[src/hw/uart_txrx_pkg.sv]
// shared constants, register map and state types for the uart control block
package uart_txrx_pkg;
    // register indexes on the plain register port
    localparam logic [2:0] ctrl_one_addr = 3'h0;
    localparam logic [2:0] ctrl_two_addr = 3'h1;
    localparam logic [2:0] ctrl_three_addr = 3'h2;
    localparam logic [2:0] status_addr = 3'h3;
    localparam logic [2:0] data_addr = 3'h4;
    // control one fields
    localparam int global_on_pos = 7;
    localparam int data_length_pos = 6;
    localparam int tx_ninth_pos = 0;
    // control two fields
    localparam int tx_on_pos = 7;
    localparam int rx_on_pos = 6;
    localparam int stop_sel_pos = 5;
    localparam int addr_det_pos = 4;
    localparam int wake_on_pos = 3;
    localparam int rx_irq_pos = 2;
    localparam int idle_irq_pos = 1;
    localparam int empty_irq_pos = 0;
    // control three fields
    localparam int single_wire_pos = 0;
    localparam int wake_irq_pos = 1;
    // status fields
    localparam int st_empty_pos = 0;
    localparam int st_idle_pos = 1;
    localparam int st_avail_pos = 2;
    localparam int st_overrun_pos = 3;
    localparam int st_wake_pos = 4;
    localparam int st_ninth_pos = 5;
    // reset values
    localparam logic [7:0] ctrl_one_reset = 8'h00;
    localparam logic [7:0] ctrl_two_reset = 8'h00;
    localparam logic [7:0] ctrl_three_reset = 8'h00;
    // uart clock cycles per bit, baud generator lies outside this block
    localparam int bit_cycles_default = 16;
    localparam int min_bit_cycles = 4;
    typedef enum logic [1:0] {
        ser_idle = 2'b00,
        ser_start = 2'b01,
        ser_data = 2'b10,
        ser_stop = 2'b11
    } ser_state_type;
endpackage

[src/hw/uart_rx_deframer.sv]
// serial receive deframer: start check, 8 or 9 data bits, stop check
module uart_rx_deframer
    import uart_txrx_pkg::*;
#(
    parameter int bit_cycles = bit_cycles_default
) (
    // clock and reset
    input wire logic mclk_in,
    input wire logic srst_in,
    // control
    input wire logic enable_in,
    input wire logic nine_in,
    // synchronised line
    input wire logic line_in,
    // received word
    output logic word_valid_out,
    output logic [8:0] word_out
);
    localparam int cw = $clog2(bit_cycles);
    localparam logic [cw-1:0] full_count = cw'(bit_cycles - 1);
    localparam logic [cw-1:0] half_count = cw'(bit_cycles / 2 - 1);

    ser_state_type state;
    logic [cw-1:0] tick;
    logic [3:0] bit_idx;
    logic [8:0] shift;

    initial begin
        if (bit_cycles < min_bit_cycles) begin
            $error("bit_cycles too small");
        end
    end

    // a disabled receiver drops any word in progress
    always_ff @(posedge mclk_in) begin
        word_valid_out <= 1'b0;
        if (srst_in || !enable_in) begin
            state <= ser_idle;
            tick <= '0;
            bit_idx <= 4'h0;
            shift <= 9'h000;
            word_out <= 9'h000;
        end else begin
            tick <= tick + cw'(1);
            case (state)
                ser_idle: begin
                    tick <= '0;
                    if (!line_in) begin
                        state <= ser_start;
                    end
                end
                ser_start: begin
                    // glitch shorter than half a bit is ignored
                    if (tick == half_count) begin
                        tick <= '0;
                        bit_idx <= 4'h0;
                        state <= line_in ? ser_idle : ser_data;
                    end
                end
                ser_data: begin
                    if (tick == full_count) begin
                        tick <= '0;
                        shift <= {line_in, shift[8:1]};
                        bit_idx <= bit_idx + 4'h1;
                        if (bit_idx == (nine_in ? 4'h8 : 4'h7)) begin
                            state <= ser_stop;
                        end
                    end
                end
                default: begin
                    if (tick == full_count) begin
                        state <= ser_idle;
                        // framing errors are dropped silently
                        if (line_in) begin
                            word_valid_out <= 1'b1;
                            word_out <= nine_in ? shift : {1'b0, shift[8:1]};
                        end
                    end
                end
            endcase
        end
    end
endmodule

[src/hw/uart_txrx_control.sv]
// uart second control register with transmitter, receive path, wake-up and irq
// Functional notes
// - tx enable low aborts and floats transmitter
// - tx pin driven only with both enables
// - rx enable low aborts, resets receive buffer
// - receiver runs only with both enables
// - stop-count bit picks one or two stop_bit_count_select
// - address bit set marks word as address
// - accepted address word raises receiver irq
// - address bit clear discards word, no irq
// - wake bit, clock stopped: falling edge requests
// - no pin wake while uart clock runs
// - wake request raises irq when enabled
// - wake bit clear: edge never resumes
// - receiver irq enable gates overrun and available
// - idle irq enable gates transmitter idle
// - empty irq enable gates transmitter empty
// - global off flushes, clears receive and wake flags and the tx and rx enables
// - length bit picks 8 or 9 bits
// - single wire, both enables: pin receives only
module uart_txrx_control
    import uart_txrx_pkg::*;
#(
    parameter int bit_cycles = bit_cycles_default
) (
    // clock and reset
    input wire logic mclk_in,
    input wire logic srst_in,
    // register port
    input wire logic [2:0] reg_addr_in,
    input wire logic [7:0] reg_wdata_in,
    input wire logic reg_wr_in,
    input wire logic reg_rd_in,
    output logic [7:0] reg_rdata_out,
    // serial pins
    output logic tx_out,
    output logic tx_oe_out,
    input wire logic rxtx_in,
    output logic rxtx_out,
    output logic rxtx_oe_out,
    // power and interrupt
    input wire logic uart_clock_off_in,
    output logic wake_request_out,
    output logic irq_out
);
    localparam int cw = $clog2(bit_cycles);
    localparam logic [cw-1:0] full_count = cw'(bit_cycles - 1);

    logic global_serial_on;
    logic data_length_select;
    logic transmit_ninth_bit;
    logic [7:0] uart_control_two;
    logic single_wire_select;
    logic wake_irq_on;
    logic transmitter_on;
    logic receiver_on;
    logic stop_bit_count_select;
    logic address_detect_on;
    logic wake_on;
    logic receiver_irq_on;
    logic tx_idle_irq_on;
    logic tx_empty_irq_on;
    logic tx_run;
    logic rx_enabled;
    logic rx_run;
    logic wr_hit_one;
    logic wr_hit_two;
    logic wr_hit_data;
    logic rd_hit_status;
    logic rd_hit_data;
    logic hold_full;
    logic [8:0] hold_data;
    ser_state_type tx_state;
    logic [cw-1:0] tx_tick;
    logic tx_bit_done;
    logic [3:0] tx_bit_idx;
    logic [8:0] tx_shift;
    logic stop_bit_count_select_left;
    logic tx_line;
    logic transmitter_empty_flag;
    logic transmitter_idle_flag;
    logic rx_meta;
    logic rx_sync;
    logic rx_prev;
    logic word_valid;
    logic [8:0] word;
    logic address_bit;
    logic word_accept;
    logic [7:0] rx_data;
    logic received_ninth_bit;
    logic rx_data_available_flag;
    logic overrun_flag;
    logic wake_flag;
    logic wake_edge;
    logic next_irq;
    logic [7:0] next_rdata;
    logic [15:0] stop_len;
    logic stop_two_seen;

    // position of the last data bit in a frame
    function automatic logic [3:0] frame_last(input logic nine);
        frame_last = nine ? 4'h8 : 4'h7;
    endfunction

    initial begin
        if (bit_cycles < min_bit_cycles) begin
            $error("bit_cycles too small");
        end
    end

    assign transmitter_on = uart_control_two[tx_on_pos];
    assign receiver_on = uart_control_two[rx_on_pos];
    assign stop_bit_count_select = uart_control_two[stop_sel_pos];
    assign address_detect_on = uart_control_two[addr_det_pos];
    assign wake_on = uart_control_two[wake_on_pos];
    assign receiver_irq_on = uart_control_two[rx_irq_pos];
    assign tx_idle_irq_on = uart_control_two[idle_irq_pos];
    assign tx_empty_irq_on = uart_control_two[empty_irq_pos];

    assign wr_hit_one = reg_wr_in && (reg_addr_in == ctrl_one_addr);
    assign wr_hit_two = reg_wr_in && (reg_addr_in == ctrl_two_addr);
    assign wr_hit_data = reg_wr_in && (reg_addr_in == data_addr);
    assign rd_hit_status = reg_rd_in && (reg_addr_in == status_addr);
    assign rd_hit_data = reg_rd_in && (reg_addr_in == data_addr);

    assign tx_run = global_serial_on && transmitter_on;
    assign rx_enabled = global_serial_on && receiver_on;
    // a stopped uart clock also stop_bit_count_select the receiver
    assign rx_run = rx_enabled && !uart_clock_off_in;

    // control one and three
    always_ff @(posedge mclk_in) begin
        if (srst_in) begin
            global_serial_on <= ctrl_one_reset[global_on_pos];
            data_length_select <= ctrl_one_reset[data_length_pos];
            transmit_ninth_bit <= ctrl_one_reset[tx_ninth_pos];
            single_wire_select <= ctrl_three_reset[single_wire_pos];
            wake_irq_on <= ctrl_three_reset[wake_irq_pos];
        end else begin
            if (wr_hit_one) begin
                global_serial_on <= reg_wdata_in[global_on_pos];
                data_length_select <= reg_wdata_in[data_length_pos];
                transmit_ninth_bit <= reg_wdata_in[tx_ninth_pos];
            end
            if (reg_wr_in && (reg_addr_in == ctrl_three_addr)) begin
                single_wire_select <= reg_wdata_in[single_wire_pos];
                wake_irq_on <= reg_wdata_in[wake_irq_pos];
            end
        end
    end

    // control two, enables forced low while the uart is off
    always_ff @(posedge mclk_in) begin
        if (srst_in) begin
            uart_control_two <= ctrl_two_reset;
        end else begin
            if (wr_hit_two) begin
                uart_control_two <= reg_wdata_in;
            end
            if (!global_serial_on) begin
                uart_control_two[tx_on_pos] <= 1'b0;
                uart_control_two[rx_on_pos] <= 1'b0;
            end
        end
    end

    // transmit holding register, writes while full are ignored
    always_ff @(posedge mclk_in) begin
        if (srst_in || !tx_run) begin
            hold_full <= 1'b0;
            hold_data <= 9'h000;
        end else if (tx_state == ser_idle && hold_full) begin
            hold_full <= 1'b0;
        end else if (wr_hit_data && !hold_full) begin
            hold_full <= 1'b1;
            hold_data <= {transmit_ninth_bit, reg_wdata_in};
        end
    end

    assign tx_bit_done = (tx_tick == full_count);

    // transmit shifter
    always_ff @(posedge mclk_in) begin
        if (srst_in || !tx_run) begin
            tx_state <= ser_idle;
            tx_tick <= '0;
            tx_bit_idx <= 4'h0;
            tx_shift <= 9'h000;
            stop_bit_count_select_left <= 1'b0;
            tx_line <= 1'b1;
        end else begin
            tx_tick <= tx_bit_done ? '0 : tx_tick + cw'(1);
            case (tx_state)
                ser_idle: begin
                    tx_tick <= '0;
                    if (hold_full) begin
                        tx_shift <= hold_data;
                        tx_line <= 1'b0;
                        tx_state <= ser_start;
                    end
                end
                ser_start: begin
                    if (tx_bit_done) begin
                        tx_bit_idx <= 4'h0;
                        tx_line <= tx_shift[0];
                        tx_state <= ser_data;
                    end
                end
                ser_data: begin
                    if (tx_bit_done) begin
                        if (tx_bit_idx == frame_last(data_length_select)) begin
                            tx_line <= 1'b1;
                            stop_bit_count_select_left <= stop_bit_count_select;
                            tx_state <= ser_stop;
                        end else begin
                            tx_bit_idx <= tx_bit_idx + 4'h1;
                            tx_shift <= {1'b0, tx_shift[8:1]};
                            tx_line <= tx_shift[1];
                        end
                    end
                end
                default: begin
                    if (tx_bit_done) begin
                        if (stop_bit_count_select_left) begin
                            stop_bit_count_select_left <= 1'b0;
                        end else begin
                            tx_state <= ser_idle;
                        end
                    end
                end
            endcase
        end
    end

    // flags read back as set while the transmitter is off
    assign transmitter_empty_flag = !hold_full;
    assign transmitter_idle_flag = !hold_full && (tx_state == ser_idle);

    // pin drivers; in single wire mode the receiver owns the shared pin while receiver_on is set, else the transmitter drives it
    assign tx_out = tx_line;
    assign tx_oe_out = tx_run && !single_wire_select;
    assign rxtx_out = tx_line;
    assign rxtx_oe_out = tx_run && single_wire_select && !receiver_on;

    // shared pin synchroniser, first stage feeds only the second
    always_ff @(posedge mclk_in) begin
        if (srst_in) begin
            rx_meta <= 1'b1;
            rx_sync <= 1'b1;
            rx_prev <= 1'b1;
        end else begin
            rx_meta <= rxtx_in;
            rx_sync <= rx_meta;
            rx_prev <= rx_sync;
        end
    end

    uart_rx_deframer #(
        .bit_cycles(bit_cycles)
    ) receiver (
        .mclk_in(mclk_in),
        .srst_in(srst_in),
        .enable_in(rx_run),
        .nine_in(data_length_select),
        .line_in(rx_sync),
        .word_valid_out(word_valid),
        .word_out(word)
    );

    assign address_bit = data_length_select ? word[8] : word[7];
    assign word_accept = word_valid && (!address_detect_on || address_bit);

    // receive buffer; a new word beats a read in the same cycle
    always_ff @(posedge mclk_in) begin
        if (srst_in || !rx_enabled) begin
            rx_data_available_flag <= 1'b0;
            overrun_flag <= 1'b0;
            rx_data <= 8'h00;
            received_ninth_bit <= 1'b0;
        end else begin
            if (rd_hit_status) begin
                overrun_flag <= 1'b0;
            end
            if (rd_hit_data) begin
                rx_data_available_flag <= 1'b0;
            end
            if (word_accept) begin
                // overrun keeps the unread word, the new one is lost
                if (rx_data_available_flag && !rd_hit_data) begin
                    overrun_flag <= 1'b1;
                end else begin
                    rx_data <= word[7:0];
                    received_ninth_bit <= word[8];
                    rx_data_available_flag <= 1'b1;
                end
            end
        end
    end

    // falling edge only counts while the uart clock is stopped
    assign wake_edge = uart_clock_off_in && wake_on && rx_prev && !rx_sync;

    always_ff @(posedge mclk_in) begin
        if (srst_in || !global_serial_on) begin
            wake_flag <= 1'b0;
        end else if (wake_edge) begin
            wake_flag <= 1'b1;
        end else if (rd_hit_status) begin
            wake_flag <= 1'b0;
        end
    end
    assign wake_request_out = wake_flag;

    always_comb begin
        next_irq = 1'b0;
        if (receiver_irq_on && (overrun_flag || rx_data_available_flag)) begin
            next_irq = 1'b1;
        end
        if (tx_idle_irq_on && transmitter_idle_flag) begin
            next_irq = 1'b1;
        end
        if (tx_empty_irq_on && transmitter_empty_flag) begin
            next_irq = 1'b1;
        end
        if (wake_irq_on && wake_flag) begin
            next_irq = 1'b1;
        end
    end

    always_ff @(posedge mclk_in) begin
        if (srst_in) begin
            irq_out <= 1'b0;
        end else begin
            irq_out <= next_irq;
        end
    end

    // read data valid only in the cycle after the strobe
    always_comb begin
        next_rdata = 8'h00;
        if (reg_addr_in == ctrl_one_addr) begin
            next_rdata[global_on_pos] = global_serial_on;
            next_rdata[data_length_pos] = data_length_select;
            next_rdata[tx_ninth_pos] = transmit_ninth_bit;
        end else if (reg_addr_in == ctrl_two_addr) begin
            next_rdata = uart_control_two;
        end else if (reg_addr_in == ctrl_three_addr) begin
            next_rdata[single_wire_pos] = single_wire_select;
            next_rdata[wake_irq_pos] = wake_irq_on;
        end else if (reg_addr_in == status_addr) begin
            next_rdata[st_empty_pos] = transmitter_empty_flag;
            next_rdata[st_idle_pos] = transmitter_idle_flag;
            next_rdata[st_avail_pos] = rx_data_available_flag;
            next_rdata[st_overrun_pos] = overrun_flag;
            next_rdata[st_wake_pos] = wake_flag;
            next_rdata[st_ninth_pos] = received_ninth_bit;
        end else if (reg_addr_in == data_addr) begin
            next_rdata = rx_data;
        end
    end

    always_ff @(posedge mclk_in) begin
        if (srst_in || !reg_rd_in) begin
            reg_rdata_out <= 8'h00;
        end else begin
            reg_rdata_out <= next_rdata;
        end
    end

    // stop length helper for checking
    always_ff @(posedge mclk_in) begin
        if (srst_in || tx_state != ser_stop) begin
            stop_len <= 16'h0000;
            stop_two_seen <= stop_bit_count_select;
        end else begin
            stop_len <= stop_len + 16'h0001;
        end
    end
endmodule

[config.mk]
export PLATFORM = sky130hd
export DESIGN_NAME = uart_txrx_control
export DESIGN_NICKNAME = d
export VERILOG_FILES = /design/src/hw/uart_txrx_pkg.sv /design/src/hw/uart_rx_deframer.sv /design/src/hw/uart_txrx_control.sv
export SDC_FILE = /design/constraint.sdc
export NUM_CORES = 1
export LEC_CHECK = 0
export ABC_AREA = 1
export BUFFER_PORTS_ARGS = -buffer_cell sky130_fd_sc_hd__clkbuf_2
export CAP_MARGIN = 20
export CORE_MARGIN = 2
export CORE_UTILIZATION = 60
export DETAILED_ROUTE_END_ITERATION = 8
export GPL_ROUTABILITY_DRIVEN = 0
export PLACE_DENSITY = 0.79
export SLEW_MARGIN = 15
export SYNTH_ARGS = -nofsm -noshare
export SYNTH_HDL_FRONTEND = slang
export SYNTH_SLANG_ARGS = --single-unit
[constraint.sdc]
create_clock -name mclk_in -period 2.1 [get_ports mclk_in]
set_clock_uncertainty 0.1 [all_clocks]
set_input_delay 0.315 -clock mclk_in [delete_from_list [all_inputs] [get_ports mclk_in]]
set_output_delay 0.315 -clock mclk_in [all_outputs]
set_load 0.1 [all_outputs]
==> flow_results.org, run 1 <==
** Run status
- Status :: completed

** Floorplanning
- The floorplan step defined a die boundary enclosing 0.007856 mm2.
- After floorplanning, the core was sized to cover 0.006869 mm2.
- Io pins :: 31
- Horiz. Die Dim :: 88.64 um
- The floorplan step set the die height to 88.64 um.
- The initialized floorplan defines 30 standard-cell rows.
- The initial utilization of the core area, before any placement, comes to 0.6257.

** Setup path
- The worst setup path is launched from a flop.
- Among all stages on the critical path, the largest delay is contributed by sky130_fd_sc_hd__clkbuf_2.
- For the worst setup path, the data arrival time is 1.45 ns.
- Counting both buffers and inverters, the worst setup path holds a total of 1.
- Logic depth of the worst path, buffers included :: 3
- Class of the most critical setup path :: flop to output pin
- Critical-path maximum fanout :: 3
- Data on the critical path is required at its endpoint by 1.68 ns.
- Slowest cell delay on critical path :: 0.47 ns
- The cell family contributing the most delay on the critical path is buffers and inverters.
- Path depth of the worst reg2reg path :: 6
- The critical path goes through nand2_1, nor3_2, clkbuf_2.
- Capturing element type of the critical path :: output pin

** Logic synthesis
- Proportion of netlist area held by the largest area contributor :: 0.4518
- During synthesis, Yosys emitted a total of 0 warnings.
- Most common cell in the synthesized netlist :: sky130_fd_sc_hd__nand2_1
- Post-synth top area cell :: sky130_fd_sc_hd__dfxtp_1
- Sequential fraction of the synthesis area :: 0.4518
- Number of enable-type register cells in the synthesized netlist :: 0
- Average footprint of a synthesized cell :: 7.285 um2
- After synthesis, the share of flip-flops with an asynchronous set or reset is 0.
- Sorting the synthesized cells by how often they occur yields sky130_fd_sc_hd__nand2_1 (134), sky130_fd_sc_hd__nor2_1 (107), sky130_fd_sc_hd__dfxtp_1 (97).
- Primary FF master, synth :: sky130_fd_sc_hd__dfxtp_1
- Sorting the synthesized cells by area gives the leading types as sky130_fd_sc_hd__dfxtp_1 (45%), sky130_fd_sc_hd__nand2_1 (12%), sky130_fd_sc_hd__nor2_1 (9.3%).
- Syn Nets :: 620
- Count of mapped cells out of synthesis :: 590
- FF+latch count, synth :: 97
- In this run the cell area of the synthesized design comes to 0.004298 mm2.
- Distinct cells, synth :: 34

** Place
- Number of placed cells counting well taps :: 711
- Detailed placement ended at an HPWL of 6882 um.
- Count of port buffers added during placement :: 30

** Final layout
- After the flow finishes, the layout carries non-filler instances totaling 727.
- Measured on the finished design, the core utilization comes to 0.6958.
- At the end of the flow, the number of nets in the layout was 656.
- ANT cells :: 0
- Fraction of layout instances using a drive strength above 1 :: 0.1220
- After filler insertion, the fill cell instance count of the layout stands at 605.
- Compared with the post-synthesis result, the final layout area differs by 11.21%.

** CTS
- Total of hold buffers inserted after clock tree synthesis :: 0
- Clock tree buffer depth :: 2
- CTS buffer count :: 9
- After clock tree synthesis, the setup repair step added 0 buffers.
- Cell at the root of the clock tree :: sky130_fd_sc_hd__clkbuf_8
- The later pin in the worst-skew pair is clocked with a latency of 0.36 ns.
- Total of cells resized after clock tree synthesis :: 0
- After clock tree synthesis, the clock-pin slew on the worst setup and hold paths is 0.09 ns.
- H-tree levels :: 3
- Total clock sinks :: 97
- Clock tree from TritonCTS :: yes

** Timing
- Slew at the pin closest to its max-slew limit :: 0.5529 ns
- Accumulated negative setup slack :: 0 ns
- Time the worst path needs with I/O delays and setup :: 1.860 ns
- Unrepaired setup endpoints after global routing :: false
- Timing would allow up to 0.5376 GHz.
- Worst max-slew margin expressed relative to the limit :: 0.6310
- In the finished design, the share of the clock period the worst path needs comes to 0.8858.
- Number of setup violations in the final report :: 0
- The count of endpoints failing hold in the final timing report was 0.
- Final-report max-slew violation count :: 0
- Minimum hold slack :: 0.03667 ns

** Worst hold path
- Class of the tightest hold or removal check :: primary input to flop
- Count of cells along the worst hold path :: 2

** Global routing
- The via count of the first global-routing pass came to 3431.
- First-pass GRT wire length :: 15730 um
- Remaining global-route overflow :: 0
- Number of antenna violations at the first check in global routing :: 0
- Entering global routing, the biggest net connects 24 pins.
- Global-route total usage across every layer :: 0.2542

** Detailed routing
- Using the TritonRoute via totals, the vias-per-cell ratio works out to 5.433.
- In this run the remaining antenna-violating nets after routing total 0.
- After detailed routing, the number of remaining DRC violations is 0.
- DR WL/cell :: 12.85 um
- TritonRoute pass-1 iters :: 5
- The final route contains 3950 vias.
- Drt initial violations :: 341
- Total wirelength of the detailed-routed design :: 9339 um

** Pwr
- Summed over all cells, the static leakage comes to 1.750 nW.
- Power density cells :: 691.5 mW/mm2
- Worst voltage drop across the vdd grid :: 454.9 uV

** Flow run
- Max-cap violations in this run came to 0.
==> through the flow <==
stage | cell area, um2 | power (W) | setup WS [ns]
after global placement | 4563 | 0.002013 | 0.3878
final | 4780 | 0.003305 | 0.2399
after CTS | 4780 | 0.003315 | 0.2293
after detailed placement | 4563 | 0.002016 | 0.2968
after global routing | 4780 | 0.003414 | 0.07059
after floorplan | 4303 | 0.001969 | 0.01403
==> path summary, 6_finish.rpt <==
| path | start | end | slack, ns |
|---|---|---|---|
| setup / recovery | global_serial_on | rxtx_oe_out | 0.24 |
| hold / removal | rxtx_in | rx_meta | 0.04 |
| setup reg to reg | tx_tick[0] | tx_bit_idx[3] | 0.30 |
| hold reg to reg | rx_meta | rx_sync | 0.32 |
==> routing by layer <==
layer  global-route usage  vias to the layer above  wire, um  share of wire
met2               0.3820                      121      4125           0.44
li1                     -                     2000         -              -
met3              0.03731                       19       487          0.052
met4              0.09780                        0       184          0.020
met5                    0                        -         0              0
met1               0.3697                     1810      4541           0.49
==> logic make-up (layout without fill, tap and decap cells) <==
family          after synthesis  after routing  share of synthesized area
compound gates              112            112                     0.1415
simple gates                296            296                     0.2850
flops                        97             97                     0.4518
xor+xnor                      5              5                    0.01019
buf+inv                      60            101                    0.05735
fa+ha+maj                    13             13                    0.03785
mux                           7              7                    0.01630
==> cells in the final DEF (no fill, tap or decap), types with 2 or more instances in the layout <==
master,n
sky130_fd_sc_hd__a21boi_0,2
sky130_fd_sc_hd__a21oi_1,43
sky130_fd_sc_hd__a31oi_1,12
sky130_fd_sc_hd__buf_4,8
sky130_fd_sc_hd__bufinv_16,2
sky130_fd_sc_hd__clkbuf_2,30
sky130_fd_sc_hd__clkbuf_8,9
sky130_fd_sc_hd__clkinv_2,3
sky130_fd_sc_hd__dfxtp_1,97
sky130_fd_sc_hd__ha_1,13
sky130_fd_sc_hd__inv_1,39
sky130_fd_sc_hd__inv_2,7
sky130_fd_sc_hd__inv_6,2
sky130_fd_sc_hd__mux2i_1,7
sky130_fd_sc_hd__nand2_1,134
sky130_fd_sc_hd__nand2_2,3
sky130_fd_sc_hd__nand3_1,35
sky130_fd_sc_hd__nand4_1,4
sky130_fd_sc_hd__nor2_1,107
sky130_fd_sc_hd__nor2_2,3
sky130_fd_sc_hd__nor3_1,2
sky130_fd_sc_hd__nor3_4,2
sky130_fd_sc_hd__o21ai_0,49
sky130_fd_sc_hd__or2_2,3
sky130_fd_sc_hd__xnor2_1,3
sky130_fd_sc_hd__xor2_1,2
==> flip-flops by register name (all words and copies together) (netlist names), 2 cells and up <==
| name | cells |
|---|---|
| tx_tick | 4 |
| receiver.state | 2 |
| uart_control_two | 8 |
| tx_bit_idx | 4 |
| tx_shift | 9 |
| receiver.bit_idx | 4 |
| rx_data | 8 |
| tx_state | 2 |
| receiver.tick | 4 |
| hold_data | 9 |
| receiver.shift | 9 |
| receiver.word_out | 9 |
| reg_rdata_out | 8 |
==> power by group <==
part           switching, W  leakage [nW]  internal (W)
Sequential       0.00000909         0.783       0.00185
Combinational     0.0000828         0.853     0.0000334
Clock              0.000657         0.114      0.000674
Total              0.000749          1.75       0.00256
==> layout make-up <==
| class | instances | area, um2 | share of cell area |
|---|---|---|---|
| Clock buffer | 9 | 123.9 | 0.02592 |
| Clock inverter | 7 | 92.59 | 0.01937 |
| Inverter | 47 | 176.4 | 0.03691 |
| Multi-Input combinational cell | 433 | 2115 | 0.4424 |
| Sequential cell | 97 | 1942 | 0.4063 |
| Tap cell | 96 | 120.1 | 0.02513 |
| Timing Repair Buffer | 38 | 210.2 | 0.04398 |
Power figures use the tool's default switching activity.
==> run 2: changes to the inputs <==
--- a/config.mk
+++ b/config.mk
@@ -11,6 +11,5 @@
 export CORE_MARGIN = 2
-export CORE_UTILIZATION = 60
+export CORE_UTILIZATION = 35
 export DETAILED_ROUTE_END_ITERATION = 8
 export GPL_ROUTABILITY_DRIVEN = 0
-export PLACE_DENSITY = 0.79
 export SLEW_MARGIN = 15
--- a/constraint.sdc
+++ b/constraint.sdc
@@ -4,2 +4,2 @@
 set_output_delay 0.315 -clock mclk_in [all_outputs]
-set_load 0.1 [all_outputs]
+set_load 0.005 [all_outputs]
==> run 2 against run 1 <==
Effect of this change:
- combinational power fell by 16%
- routed wire length increased by 2.3%
- non-clock buffer count grew 1
- core utilization shrank 28 points
- clock power increased by 26%
- final area up 3.3%
- worst setup slack improved by 0.035 ns
- via count fell by 4.9%
- global-route usage decreased by 9.5 points
- maximum frequency is 1.9% higher
- register-to-register slack lost 0.03 ns
- critical path depth rose by 3
- critical endpoint is now tx_shift[3]
==> flow_results.org, run 2 (synthesized netlist as in run 1, its figures left out) <==
** Floorplanning
- The die is 114.8 um wide.
- The die covers 0.01318 mm2.
- The die is 114.8 um tall.
- For this configuration, the core starts out at a cell density of 0.3578.
- For this design the top-level I/O count stands at 31.
- The region available for standard cell placement spans 0.01201 mm2.
- The floorplan has 40 rows.

** Final layout
- The repair_antennas step left the layout with diodes totalling 0.
- Synthesis-to-layout area growth :: 14.85%
- Number of filler instances in the final layout :: 1246
- Area of combinational cells with multiple inputs :: 0.002110 mm2
- After the last flow step, the layout net total stands at 657.
- Commonest cells after routing, fill and taps aside :: sky130_fd_sc_hd__nand2_1 (134), sky130_fd_sc_hd__nor2_1 (107), sky130_fd_sc_hd__dfxtp_1 (97), sky130_fd_sc_hd__o21ai_0 (49), sky130_fd_sc_hd__a21oi_1 (43)
- Of the cells placed in the final design, the portion with a size suffix greater than 1 is 0.1203.
- After routing the design area is 0.004936 mm2.
- Leading cell type in the layout, fill and taps excluded :: sky130_fd_sc_hd__nand2_1
- Register Area :: 0.001942 mm2

** Timing
- Number of setup violations in the final report :: 0
- Achievable clock frequency :: 0.5478 GHz
- Final-report max-slew violation count :: 0
- Unrepaired setup endpoints after global routing :: false
- Worst max-slew margin expressed relative to the limit :: 0.6368
- Of the available clock period, the critical path in the final layout requires 0.8693.
- Summed over all failing endpoints, the final setup total negative slack is 0 ns.
- The count of endpoints failing hold in the final timing report is 0.
- Time the worst path needs with I/O delays and setup :: 1.825 ns
- Slew at the pin closest to its max-slew limit :: 0.5443 ns
- Across all setup checks in the final design, the least slack found is 0.2745 ns.

** CTS
- CTS buffer count :: 9
- Clock latency on the worst-skew pair, taken at its later pin, is 0.35 ns.
- Post-CTS repair changed the size of 0 cells.
- H-tree levels :: 3
- In this run the post-CTS setup repair buffer count came out at 0.
- Clock tree buffer depth :: 2
- Clock-pin slew was measured on the worst setup and hold paths at 0.07 ns.
- In this run, post-CTS hold repair placed 0 buffers.
- Total clock sinks :: 97
- Cell at the root of the clock tree :: sky130_fd_sc_hd__clkbuf_16
- Clock tree from TritonCTS :: yes

** Detailed routing
- Total wirelength of the detailed-routed design :: 9554 um
- Drt initial violations :: 234
- TritonRoute pass-1 iters :: 5
- Antenna Violating Nets Remaining :: 0
- # DRC :: 0
- Across all layers, the routed design uses 3757 vias.
- Dividing the detail-routed wire length by the instance count gives 12.26 um.
- Via count normalized by instance count :: 4.823

** Place
- Timing analysis after detailed placement gives a worst setup slack of 0.2678 ns.
- Count of port buffers added during placement :: 30
- Once detailed placement completed, the half-perimeter wirelength came to 7213 um.
- After detailed placement, the total cell area comes to 0.004629 mm2.

** Global routing
- Number of antenna violations at the first check in global routing :: 0
- Remaining global-route overflow :: 0
- Global-route total usage across every layer :: 0.1595
- First-pass GRT wire length :: 16600 um
- Entering global routing, the biggest net connects 24 pins.
- The via count of the first global-routing pass is 3498.

** Pwr
- Power density cells :: 736.5 mW/mm2
- The worst-case IR drop observed on VDD is 318.5 uV.
- Overall power consumption :: 0.003635 W
- Total leakage power :: 1.787 nW

** Setup path
- Data arrival, critical path :: 1.96 ns
- Across all register-to-register paths, the minimum setup slack is 0.27 ns.
- Capturing element type of the critical path :: flop
- STA classifies the critical path startpoint as a flop.
- Class of the most critical setup path :: flop to flop
- Critical-path maximum fanout :: 18
- For the worst setup path, the data required time is 2.24 ns.

** Worst hold path
- The tightest min-delay check is of the primary input to flop type.

** Flow run
- The tool flagged a number of max-cap violations equal to 0.

** Run status
- Status :: completed
run 2: worst paths after layout:
path / start / end / depth (start not counted)
worst min-delay path: rxtx_in / rx_meta / 2
worst max register to register: tx_tick[0] / tx_shift[3] / 6
worst max-delay path: tx_tick[0] / tx_shift[3] / 6
worst min register to register: rx_meta / rx_sync / 1
run 2: routing by layer:
| layer | share of wire | global-route usage | vias to the layer above |
|---|---|---|---|
| li1 | - | - | 1997 |
| met2 | 0.43 | 0.2410 | 70 |
| met1 | 0.50 | 0.2148 | 1678 |
| met3 | 0.059 | 0.04164 | 12 |
| met5 | 0 | 0 | - |
| met4 | 0.019 | 0.07229 | 0 |
run 2: critical path: stages, from the launching register on:
cell,delay [ns]
sky130_fd_sc_hd__dfxtp_1,0.36
sky130_fd_sc_hd__ha_1,0.20
sky130_fd_sc_hd__nand3_1,0.29
sky130_fd_sc_hd__a21oi_4,0.51
sky130_fd_sc_hd__nand3_1,0.13
sky130_fd_sc_hd__nand2_1,0.09
sky130_fd_sc_hd__nor2_1,0.04
run 2: through the flow:
step | hold slack, ns | util | std cells
after global placement | 0.2939 | 0.3854 | 763
after global routing | 0.04457 | 0.4109 | 779
after detailed placement | 0.2965 | 0.3854 | 763
after floorplan | 0.2895 | - | 590
after CTS | 0.04137 | 0.4109 | 779
final | 0.04684 | 0.4109 | 779
run 2: layout make-up:
| cell class | instances | share of cell area |
|---|---|---|
| flip-flops and latches | 97 | 0.3934 |
| inverters | 47 | 0.03574 |
| repair buffers | 39 | 0.04411 |
| multi-input cells | 433 | 0.4274 |
| well taps | 147 | 0.03726 |
| clock inverters | 5 | 0.01293 |
| clock buffers | 11 | 0.04918 |
run 2: power by group:
part	internal, W	switching, W	total [W]
logic	0.0000334	0.0000639	0.0000974
clock network	0.000964	0.000714	0.00168
registers	0.00185	0.00000904	0.00186
==> run 3: changes to the inputs <==
MAX_ROUTING_LAYER = met4   (was not set)
clock period = 2 ns   (was 2.1 ns; I/O delays follow)
==> run 3 against run 2 <==
Effect of this change:
- first-iteration DRC count is 21% lower
- core utilization grew 0.33 points
- via count grew 0.67%
- sequential cell count is the same
==> flow_results.org, run 3 (synthesized netlist as in run 1, its figures left out) <==
** Timing
- Worst max-slew margin expressed relative to the limit :: 0.6819
- For the pin with the worst max-slew slack, the measured transition is 0.4754 ns.
- The number of pins exceeding their max-slew limit in the final report was 0.
- After routing, the total negative slack on setup checks comes to 0 ns.
- Achievable clock frequency :: 0.5634 GHz
- Setup repair after global routing left no endpoint under its margin.
- Setup violations remaining at the end of the flow were counted as 0.
- Dividing the final minimum period by the clock period gives 0.8874.
- The worst path in the final design needs a cycle of 1.775 ns, including I/O delays and setup.
- Final hold violation count :: 0

** CTS
- The number of hold buffers added after CTS was 0.
- The clock drives 97 sinks.
- After clock tree synthesis, the clock-pin slew on the worst setup and hold paths is 0.06 ns.
- The root buffer cell chosen for the clock tree is sky130_fd_sc_hd__clkbuf_16.
- Clock tree buffer depth :: 2
- CTS buffer count :: 9
- The H-tree generated during clock tree synthesis spans 3 levels.
- Clock tree from TritonCTS :: yes
- Skew-Pair Late Insertion Delay :: 0.35 ns

** Setup path
- On the critical path, the stage with the largest delay is an instance of sky130_fd_sc_hd__dfxtp_1.
- Required time of the critical path :: 2.19 ns
- The worst setup path is captured at a flop.
- CP startpoint kind :: flop
- Data arrives at the worst endpoint at 1.96 ns.
- Along the worst path, the maximum fanout reaches 9.
- Worst path cell trace :: inv_1, ha_1, inv_1, nor2_1, clkinv_1, nor3_1, a21oi_1, nor2_1
- Slowest cell delay on critical path :: 0.35 ns
- Class of the most critical setup path :: flop to flop

** Pwr
- Overall power consumption :: 0.003804 W
- Of the total power, the clock network draws 0.460.
- Of the total power, the share spent switching nets is 0.2158.
- Of the total power, combinational logic draws 0.027.
- Worst voltage drop across the vdd grid :: 410.4 uV
- Internal power comes to 0.002983 W.
- Total leakage power :: 1.809 nW
- NetSw :: 0.0008210 W
- Power density cells :: 764.5 mW/mm2
- Share of power burned in registers :: 0.513

** Floorplanning
- The die covers 0.01318 mm2.
- 31 I/O pins were placed.
- In this run the core area contains 40 standard-cell rows.
- Height of the chip :: 114.8 um
- The total area inside the core boundary comes to 0.01201 mm2.
- Horiz. Die Dim :: 114.8 um
- For this configuration, the core starts out at a cell density of 0.3578.

** Place
- HPWL after DPL :: 7259 um
- Area after DPL :: 0.004637 mm2
- Buffers placed on the I/O ports in this run total 30.

** Detailed routing
- Total wirelength of the detailed-routed design :: 9646 um
- In the routed design, unresolved DRC markers number 0.
- Detailed routing inserted a total of 3782 vias.
- DR WL/cell :: 12.32 um
- For this run, the detailed router's first-pass iteration total came to 4.
- Using the TritonRoute via totals, the vias-per-cell ratio works out to 4.830.
- In this run the remaining antenna-violating nets after routing total 0.
- The detailed router finished its first iteration with 185 violations.

** Global routing
- Remaining global-route overflow :: 0
- Entering global routing, the biggest net connects 19 pins.
- First-pass GRT wire length :: 16330 um
- For this run, the total global-route usage over all layers was measured as 0.1613.
- The initial antenna violation count is 1.
- Number of global-route vias before repair :: 3524

** Worst hold path
- Class of the tightest hold or removal check :: primary input to flop

** Final layout
- Fraction of layout instances using a drive strength above 1 :: 0.1260
- Number of nets in the final layout :: 660
- Leaving out fill and tap cells, the most frequent cell in the layout is sky130_fd_sc_hd__nand2_1.
- After routing the design area is 0.004976 mm2.
- Relative to the synthesized area, the layout overhead comes to 15.78%.
- Number of filler instances in the final layout :: 1233
- Commonest cells after routing, fill and taps aside :: sky130_fd_sc_hd__nand2_1 (134), sky130_fd_sc_hd__nor2_1 (107), sky130_fd_sc_hd__dfxtp_1 (97), sky130_fd_sc_hd__o21ai_0 (49), sky130_fd_sc_hd__a21oi_1 (43)
- Once layout is complete, the utilization of the core stands at 0.4143.

** Run status
- The run finished with clean final reports.

** Flow run
- Max-cap viol count :: 0
-- run 3: changes by cell type in the layout (fill, tap and decap cells not counted) --
cell                       change
sky130_fd_sc_hd__nor2_4        +1
sky130_fd_sc_hd__clkinv_2      +2
sky130_fd_sc_hd__buf_12        +1
sky130_fd_sc_hd__nor2_2        -1
sky130_fd_sc_hd__clkbuf_1      -1
sky130_fd_sc_hd__buf_4         +2
sky130_fd_sc_hd__clkinv_4      -1
sky130_fd_sc_hd__diode_2       +1
-- run 3: final cells by class --
class	count	area, um2	area share
tap	147	183.9	0.03696
antenna	1	2.502	0.0005029
clock buffer	10	239.0	0.04803
inverter	47	176.4	0.03545
timing repair buffer	42	252.7	0.05079
sequential	97	1942	0.3902
multi-input combinational	433	2115	0.4249
clock inverter	6	65.06	0.01308
-- run 3: metrics by stage --
step | setup WS (ns) | std cells | hold slack, ns
after floorplan | 0.3710 | 590 | 0.2895
after global placement | 0.2593 | 764 | 0.2937
after detailed placement | 0.1930 | 764 | 0.2978
after CTS | 0.1870 | 780 | 0.03755
after global routing | 0.003663 | 783 | 0.04909
final | 0.2251 | 783 | 0.04858
-- run 3: power by group through the flow --
stage | clock network, W | registers (W) | logic [W]
after floorplan | 0 | 0.00199 | 0.0000561
after global placement | 0 | 0.00200 | 0.000101
after detailed placement | 0 | 0.00200 | 0.000102
after CTS | 0.00180 | 0.00195 | 0.000103
after global routing | 0.00188 | 0.00195 | 0.000117
final | 0.00175 | 0.00195 | 0.000102
-- run 3: metal layers --
metal	vias to the layer above	part of all wire	global-route usage	routed length [um]
li1	2007	-	-	-
met1	1701	0.51	0.2141	4928
met2	58	0.43	0.2343	4130
met3	16	0.041	0.03690	395
met4	0	0.020	0.07309	192
met5	-	0	-	0
-- run 3: worst paths after layout --
check / startpoint / end / slack, ns / depth (start not counted)
min reg2reg: rx_meta / rx_sync / 0.31 / 1
max reg2reg: receiver.state[0] / receiver.bit_idx[0] / 0.23 / 8
min: rxtx_in / rx_meta / 0.05 / 2
max: receiver.state[0] / receiver.bit_idx[0] / 0.23 / 8
-- run 3: timing repair --
item / in CTS / in global routing
resized for setup: 0 / 1
endpoints found under the setup margin: 0 / 5
buffers inserted: 0 / 2
-- run 3: worst max-delay path: cells and delay by family, from the launching register on --
kind                     cells  cell delay (ns)
AO/OA/AOI/OAI                1             0.06
buffers and inverters        3             0.49
flip-flops                   1             0.35
adder cells (fa/ha/maj)      1             0.28
AND/OR/NAND/NOR              3             0.44
